## config.mk

```make
export PLATFORM = sky130hd
export DESIGN_NAME = rpsf_status
export DESIGN_NICKNAME = d
export VERILOG_FILES = /design/src/design/rpsf_pkg.sv /design/src/design/rpsf_status.sv
export SDC_FILE = /design/constraint.sdc
export NUM_CORES = 1
export LEC_CHECK = 0
export BUFFER_PORTS_ARGS = -buffer_cell sky130_fd_sc_hd__buf_2
export CAP_MARGIN = 20
export CORE_MARGIN = 1
export CORE_UTILIZATION = 48
export CTS_CLUSTER_DIAMETER = 100
export CTS_CLUSTER_SIZE = 24
export DETAILED_ROUTE_END_ITERATION = 8
export PLACE_DENSITY = 0.78
export SYNTH_ARGS = -nofsm -noshare
export SYNTH_HDL_FRONTEND = slang
export SYNTH_SLANG_ARGS = --single-unit
```

## constraint.sdc

```tcl
create_clock -name clock -period 1.1 [get_ports clock]
set_input_delay 0.11 -clock clock [delete_from_list [all_inputs] [get_ports clock]]
set_output_delay 0.11 -clock clock [all_outputs]
set_load 0.01 [all_outputs]
```

## src/design/rpsf_pkg.sv

```systemverilog
/*
 * rpsf_pkg: constants and carrier types for the receive-port status flags.
 * Assumes: one core clock; the receive-port logic that feeds the block
 * runs on that same clock.
 */
package rpsf_pkg;

    // ************************************************************
    // register offsets and reset values
    // ************************************************************
    localparam logic [7:0] port_select_offset = 8'h4c;
    localparam logic [7:0] status_a_offset = 8'h4d;
    localparam logic [7:0] status_b_offset = 8'h4e;
    localparam logic [7:0] status_reset = 8'h00;
    localparam logic [7:0] unmapped_data = 8'h00;

    // ************************************************************
    // status a field positions
    // ************************************************************
    localparam int a_port_num_bit = 6;
    localparam int a_checksum_fault_bit = 5;
    localparam int a_lock_changed_bit = 4;
    localparam int a_order_fault_bit = 3;
    localparam int a_parity_over_bit = 2;
    localparam int a_pass_bit = 1;
    localparam int a_locked_bit = 0;

    // ************************************************************
    // status b field positions
    // ************************************************************
    localparam int b_length_unsteady_bit = 7;
    localparam int b_length_changed_bit = 6;
    localparam int b_encoding_fault_bit = 5;
    localparam int b_buffer_overflow_bit = 4;
    localparam int b_protocol_error_bit = 3;
    localparam int b_frequency_settled_bit = 2;
    localparam int b_cable_fault_bit = 1;
    localparam int b_count_changed_bit = 0;

    // events and live levels from one receive port, all core-clock
    typedef struct packed {
        logic checksum_fault;      // pulse: control channel crc error
        logic order_fault;         // pulse: control channel sequence error
        logic length_unsteady;     // pulse: frame with uneven lines
        logic length_changed;      // pulse: line length change
        logic encoding_fault;      // pulse: link encoding error
        logic buffer_overflow;     // pulse: packet buffer overflow
        logic count_changed;       // pulse: line count change
        logic parity_over;         // pulse/level: count above limit
        logic parity_cleared;      // pulse: parity counters cleared
        logic receiver_locked;     // level
        logic pass;                // level
        logic protocol_error;      // level
        logic frequency_settled;   // level
        logic clock_detected;      // level
        logic link_expected;       // level
    } rpsf_port_in_type;

endpackage

```

## src/design/rpsf_status.sv

```systemverilog
/*
 * rpsf_status: per-port copies of the two receive-port status registers,
 * with clear-on-read event flags and a port-selected read path.
 * Assumes: the port-select register lives elsewhere and hands in its
 * read-port field; register reads arrive as a one-cycle strobe with an
 * address, on the core clock.
 */
`timescale 1ns/1ps

// Summary of operation
// - each receive port owns a copy of both status registers.
// - the read-port field picks which port copy a read returns.
// - status a bit 6 reads back the selected read port number.
// - status a bit 5 sets on control checksum error, clears on read.
// - status a bit 4 sets on lock change since last read, clears on read.
// - status a bit 3 sets on control sequence error, clears on read.
// - parity flag ignores its own read, clears when counters clear.
// - status a bit 1 shows live pass status of the receive input.
// - status a bit 0 shows live receiver lock.
// - status b bit 7 sets on frame with uneven lines, holds until read.
// - status b bit 6 sets on line length change, clears on read.
// - status b bit 5 sets on link encoding error, clears on read.
// - status b bit 3 is read-only summary of a protocol receive error.
// - status b bit 1 flags cable fault: no clock while link expected.
// - status b bit 0 sets on line count change, clears on read.
module rpsf_status #(
    parameter int num_ports = 2
) (
    input wire logic clock,
    input wire logic rst,
    input wire logic read_port,
    input wire logic rd_stb,
    input wire logic [7:0] rd_addr,
    input wire rpsf_pkg::rpsf_port_in_type port_in [num_ports],
    output logic [7:0] rd_data_reg,
    output logic rd_valid_reg
);

    // ************************************************************
    // elaboration checks
    // ************************************************************
    // the read-port field is one bit wide, so two ports at most
    if (num_ports < 1 || num_ports > 2) begin : g_bad_ports
        $error("rpsf_status: num_ports must be 1 or 2");
    end

    // ************************************************************
    // address decode
    // ************************************************************
    // a read only clears the copy it actually returned
    wire logic hit_a;
    wire logic hit_b;
    wire logic [7:0] sel_a;
    wire logic [7:0] sel_b;
    logic [7:0] stat_a [num_ports];
    logic [7:0] stat_b [num_ports];
    logic [7:0] rd_data_next;

    assign hit_a = rd_stb && (rd_addr == rpsf_pkg::status_a_offset);
    assign hit_b = rd_stb && (rd_addr == rpsf_pkg::status_b_offset);
    // an absent port reads as the reset value
    assign sel_a = (int'(read_port) < num_ports) ?
                   stat_a[read_port] : rpsf_pkg::status_reset;
    assign sel_b = (int'(read_port) < num_ports) ?
                   stat_b[read_port] : rpsf_pkg::status_reset;

    // ************************************************************
    // per-port register copies
    // ************************************************************
    for (genvar p = 0; p < num_ports; p++) begin : g_port
        logic checksum_reg;
        logic lock_chg_reg;
        logic order_reg;
        logic parity_reg;
        logic lock_prev_reg;
        logic unsteady_reg;
        logic len_chg_reg;
        logic encode_reg;
        logic overflow_reg;
        logic cnt_chg_reg;
        wire logic checksum_next;
        wire logic lock_chg_next;
        wire logic order_next;
        wire logic parity_next;
        wire logic unsteady_next;
        wire logic len_chg_next;
        wire logic encode_next;
        wire logic overflow_next;
        wire logic cnt_chg_next;
        wire logic clr_a;
        wire logic clr_b;
        wire logic lock_toggle;
        wire rpsf_pkg::rpsf_port_in_type pin;

        assign pin = port_in[p];
        assign clr_a = hit_a && (int'(read_port) == p);
        assign clr_b = hit_b && (int'(read_port) == p);
        // lock is compared against the previous cycle's level
        assign lock_toggle = pin.receiver_locked != lock_prev_reg;

        // status a events: the event term wins over a same-cycle clear,
        // so a fault landing on the clearing read is never lost
        assign checksum_next = pin.checksum_fault
                               || (checksum_reg && !clr_a);
        assign lock_chg_next = lock_toggle
                               || (lock_chg_reg && !clr_a);
        assign order_next = pin.order_fault
                            || (order_reg && !clr_a);

        // status b events, cleared only by a read of status b
        assign unsteady_next = pin.length_unsteady
                               || (unsteady_reg && !clr_b);
        assign len_chg_next = pin.length_changed
                              || (len_chg_reg && !clr_b);
        assign encode_next = pin.encoding_fault
                             || (encode_reg && !clr_b);
        assign overflow_next = pin.buffer_overflow
                               || (overflow_reg && !clr_b);
        assign cnt_chg_next = pin.count_changed
                              || (cnt_chg_reg && !clr_b);

        // parity flag is deaf to reads; only a counter clear drops it,
        // and a fresh over-limit report beats a clear in the same cycle
        assign parity_next = pin.parity_over
                             || (parity_reg && !pin.parity_cleared);

        // status a flag registers
        always_ff @(posedge clock or posedge rst) begin
            if (rst) begin
                checksum_reg <= 1'b0;
                lock_chg_reg <= 1'b0;
                order_reg <= 1'b0;
            end else begin
                checksum_reg <= checksum_next;
                lock_chg_reg <= lock_chg_next;
                order_reg <= order_next;
            end
        end

        // status b flag registers
        always_ff @(posedge clock or posedge rst) begin
            if (rst) begin
                unsteady_reg <= 1'b0;
                len_chg_reg <= 1'b0;
                encode_reg <= 1'b0;
                overflow_reg <= 1'b0;
                cnt_chg_reg <= 1'b0;
            end else begin
                unsteady_reg <= unsteady_next;
                len_chg_reg <= len_chg_next;
                encode_reg <= encode_next;
                overflow_reg <= overflow_next;
                cnt_chg_reg <= cnt_chg_next;
            end
        end

        // parity flag and lock history; history restarts as unlocked
        always_ff @(posedge clock or posedge rst) begin
            if (rst) begin
                parity_reg <= 1'b0;
                lock_prev_reg <= 1'b0;
            end else begin
                parity_reg <= parity_next;
                lock_prev_reg <= pin.receiver_locked;
            end
        end

        // assemble the two views; reserved bit 7 of status a reads zero
        always_comb begin
            stat_a[p] = rpsf_pkg::status_reset;
            stat_a[p][rpsf_pkg::a_port_num_bit] = read_port;
            stat_a[p][rpsf_pkg::a_checksum_fault_bit] = checksum_reg;
            stat_a[p][rpsf_pkg::a_lock_changed_bit] = lock_chg_reg;
            stat_a[p][rpsf_pkg::a_order_fault_bit] = order_reg;
            stat_a[p][rpsf_pkg::a_parity_over_bit] = parity_reg;
            stat_a[p][rpsf_pkg::a_pass_bit] = pin.pass;
            stat_a[p][rpsf_pkg::a_locked_bit] = pin.receiver_locked;
            stat_b[p] = rpsf_pkg::status_reset;
            stat_b[p][rpsf_pkg::b_length_unsteady_bit] = unsteady_reg;
            stat_b[p][rpsf_pkg::b_length_changed_bit] = len_chg_reg;
            stat_b[p][rpsf_pkg::b_encoding_fault_bit] = encode_reg;
            stat_b[p][rpsf_pkg::b_buffer_overflow_bit] = overflow_reg;
            stat_b[p][rpsf_pkg::b_protocol_error_bit] =
                pin.protocol_error;
            stat_b[p][rpsf_pkg::b_frequency_settled_bit] =
                pin.frequency_settled;
            stat_b[p][rpsf_pkg::b_cable_fault_bit] =
                pin.link_expected && !pin.clock_detected;
            stat_b[p][rpsf_pkg::b_count_changed_bit] = cnt_chg_reg;
        end
    end

    // ************************************************************
    // read return
    // ************************************************************
    // unmapped addresses answer with a fixed zero byte
    always_comb begin
        rd_data_next = rpsf_pkg::unmapped_data;
        if (hit_a) begin
            rd_data_next = sel_a;
        end else if (hit_b) begin
            rd_data_next = sel_b;
        end
    end

    // data is captured with the flag values before the clear lands
    always_ff @(posedge clock or posedge rst) begin
        if (rst) begin
            rd_data_reg <= rpsf_pkg::status_reset;
            rd_valid_reg <= 1'b0;
        end else begin
            rd_valid_reg <= rd_stb;
            if (rd_stb) begin
                rd_data_reg <= rd_data_next;
            end
        end
    end

endmodule

```

==> out/metrics.cfg <==
[critical_path]
crit_chain=mux2_2 > a22oi_2 > o22ai_1
cp_max_fo=2
slowest_delay_ps=390
crit_start=g_port[0].lock_chg_reg
slowest_stage=dfrtp_1
crit_required_ps=1300
cp-endpoint=rd_data_reg[4]
rr_startpoint=g_port[0].lock_chg_reg
reg2reg_slack_ps=30
worst-setup-path-type=reg2reg
timing.rr.end=rd_data_reg[4]
cp_top_family=flip-flops
path_depth=3
cp-start-kind=flip-flop
cp.arrival_ps=1270
rr_worst_depth=3
crit_path_end_kind=flip-flop
path_buf_inv=0

[drt]
routedWlPerCell_um=13.7
firstDrtPassIters=4
via_count=1145
drt_wl_total_mm=3.03
drt_iter0_markers=21
drt-vias-per-instance=5.18
detail-route-antenna-nets=0
drc=0

[yosys]
synth_cells=108
synth.distinct_cells=30
synth_area_um2=1400
syn_nets=150
yosysWarnings=0
synth_seq_cells=29
ys_seq_area_share_pct=51.7
avgSynthCellArea_um2=13.0

[placement]
pre_cts_slack_ps=-102
io_buffers=50
hpwl_mm=2.16
numPlacedInstances=195
gp_congestion=0.783

[job]
maxCapViolCount=0

[sta]
hold_viol_final=0
post-route-min-period_ps=1070
min_period_over_period_pct=97.5
setup_viol=0
slew_violations=0
slew-limit-headroom_pct=76.4
fin_worst_skew_ps=3.86
fmax_mhz=932
fin_ws_ps=27.5
rsz0062_at_grt=false
worst_pin_slew_ps=355

[global_route]
gr-total-overflow=0
grt_pass1_wl_mm=5.15
track_usage_pct=21.6
grt_max_degree=30
first_global_vias=1132
antenna_found_initial=0

[die]
fp.coreArea_um2=2760
die_w_um=56.1
row_count=19
die_h_um=56.1
fp.dieArea_um2=3140
start_util_pct=50.9
ioPinCount=51

[clocking]
cts_sinks=29
htree_levels=2
cts_tree=yes
cts_buffers=5
clock-root-buffer=clkbuf_4
clk_pin_slew_ps=80
cts.path.max_buffers=2
clk_latency_ps=320

[final_layout]
final_cell_count_no_fill=221
diodes=0
finish.utilization_pct=73.1
syn_to_final_growth_pct=43.7
drive_gt1_share_pct=44.2
finalNetCount=232
n_fill_cell=199
largest_register_ffs=8

[pwr]
switchingPower_uw=464
seq_power_share_pct=53.8
power.internal_mw=1.55
power_frac_clock_pct=31.3
leakage_nw=0.952
ir_worst_vdd_mv=0.911
p_per_area_nw_per_um2=998
power_switching_share_pct=23.0
pwr-share-comb_pct=14.9

[worst_hold_path]
hold_class=in2reg
min_path_cells=2
hp-start=rd_stb

[status]
outcome=finished clean

## synth_stat cells
cell      number  area, um2
dfrtp_1       29        726
a21o_1        18        135
inv_1          8       30.0
mux2_2         5       56.3
mux2i_1        5       50.1
and2b_1        4       30.0
a41oi_1        3       26.3
o21ai_1        3       15.0
o22ai_1        3       18.8
a22oi_1        2       15.0
buf_4          2       15.0
mux2_1         2       22.5
nand2b_1       2       12.5
nand3_2        2       20.0
nand4_4        2       42.5
nand4b_4       2       47.6
nor2b_1        2       12.5
xor2_1         2       17.5
a21oi_1        1       5.00
a32oi_1        1       8.76
and3_4         1       11.3
buf_2          1       5.00
buf_6          1       11.3
buf_8          1       15.0
nand2_1        1       3.75
nand4_1        1       6.26
nor2_1         1       3.75
nor4b_4        1       23.8
o221ai_1       1       8.76
o311ai_1       1       8.76
## routing by layer
layer	track usage [%]	wire (um)	up-vias
li1	-	-	558
met1	26.5	1320	536
met2	35.5	1450	44
met3	7.44	216	7
met4	7.32	51	0
met5	0	0	-
## placed cells by master (no fill, tap or decap), drive strengths merged
cell type | Yosys | layout
and2b | 4 | 4
o21ai | 3 | 3
nand2b | 2 | 2
o221ai | 1 | 1
mux2 | 7 | 7
buf | 5 | 61
nor4b | 1 | 1
clkbuf | 0 | 7
nand4 | 3 | 3
nand3 | 2 | 2
o22ai | 3 | 3
a21o | 18 | 18
xor2 | 2 | 2
a41oi | 3 | 3
a22oi | 2 | 2
a32oi | 1 | 1
dlygate4sd3 | 0 | 19
mux2i | 5 | 5
nor2 | 1 | 1
o311ai | 1 | 1
and3 | 1 | 1
dfrtp | 29 | 29
a21oi | 1 | 1
nor2b | 2 | 2
nand4b | 2 | 2
nand2 | 1 | 1
inv | 8 | 8
## through the flow
step / area [um2] / TNS [ps] / power, mW / hold WS (ps)
2_1_floorplan: 1400 / 0 / 1.22 / 141
5_1_grt: 2020 / 0 / 2.11 / 46.9
6_report: 2020 / 0 / 2.01 / 51.4
4_1_cts: 2010 / 0 / 2.04 / 42.9
3_3_place_gp: 1750 / -1310 / 1.34 / 187
3_5_place_dp: 1750 / -1640 / 1.35 / 194
## power groups by stage
stage	Clock, mW	Combinational (mW)	Sequential, mW
finish	0.630	0.300	1.08
global route	0.700	0.326	1.09
CTS	0.656	0.298	1.08
detailed placement	0	0.246	1.11
global placement	0	0.238	1.10
floorplan	0	0.115	1.11
## final cells by class
type / count / area, um2 / share of cell area [%]
clock buffers: 7 / 55.1 / 2.73
repair buffers: 80 / 548 / 27.2
flip-flops and latches: 29 / 726 / 36.0
inverters: 8 / 30.0 / 1.49
well taps: 31 / 38.8 / 1.92
multi-input cells: 66 / 619 / 30.7
## what timing repair did
action,in CTS,in global routing
pin swaps,0,1
gates resized for setup,2,2
hold buffers,19,0
buffers inserted,0,0
endpoints found under the hold margin,47,0
endpoints found under the setup margin,1,2
## how the worst min path moves through the flow
stage	end	slack (ps)
2_1_floorplan	g_port[0].lock_prev_reg	140
3_3_place_gp	g_port[0].lock_prev_reg	190
3_5_place_dp	g_port[0].checksum_reg	190
4_1_cts	rd_valid_reg	40
5_1_grt	rd_valid_reg	50
6_report	rd_valid_reg	50
## cells by family (layout without fill, tap and decap cells)
kind of cell | Yosys count | in the layout | share of synthesized area (%)
AO/OA/AOI/OAI | 33 | 33 | 17.2
AND/OR/NAND/NOR | 19 | 19 | 15.2
multiplexers | 12 | 12 | 9.18
buffers and inverters | 13 | 95 | 5.44
flip-flops | 29 | 29 | 51.7
XOR/XNOR | 2 | 2 | 1.25
Power figures use the tool's default switching activity.
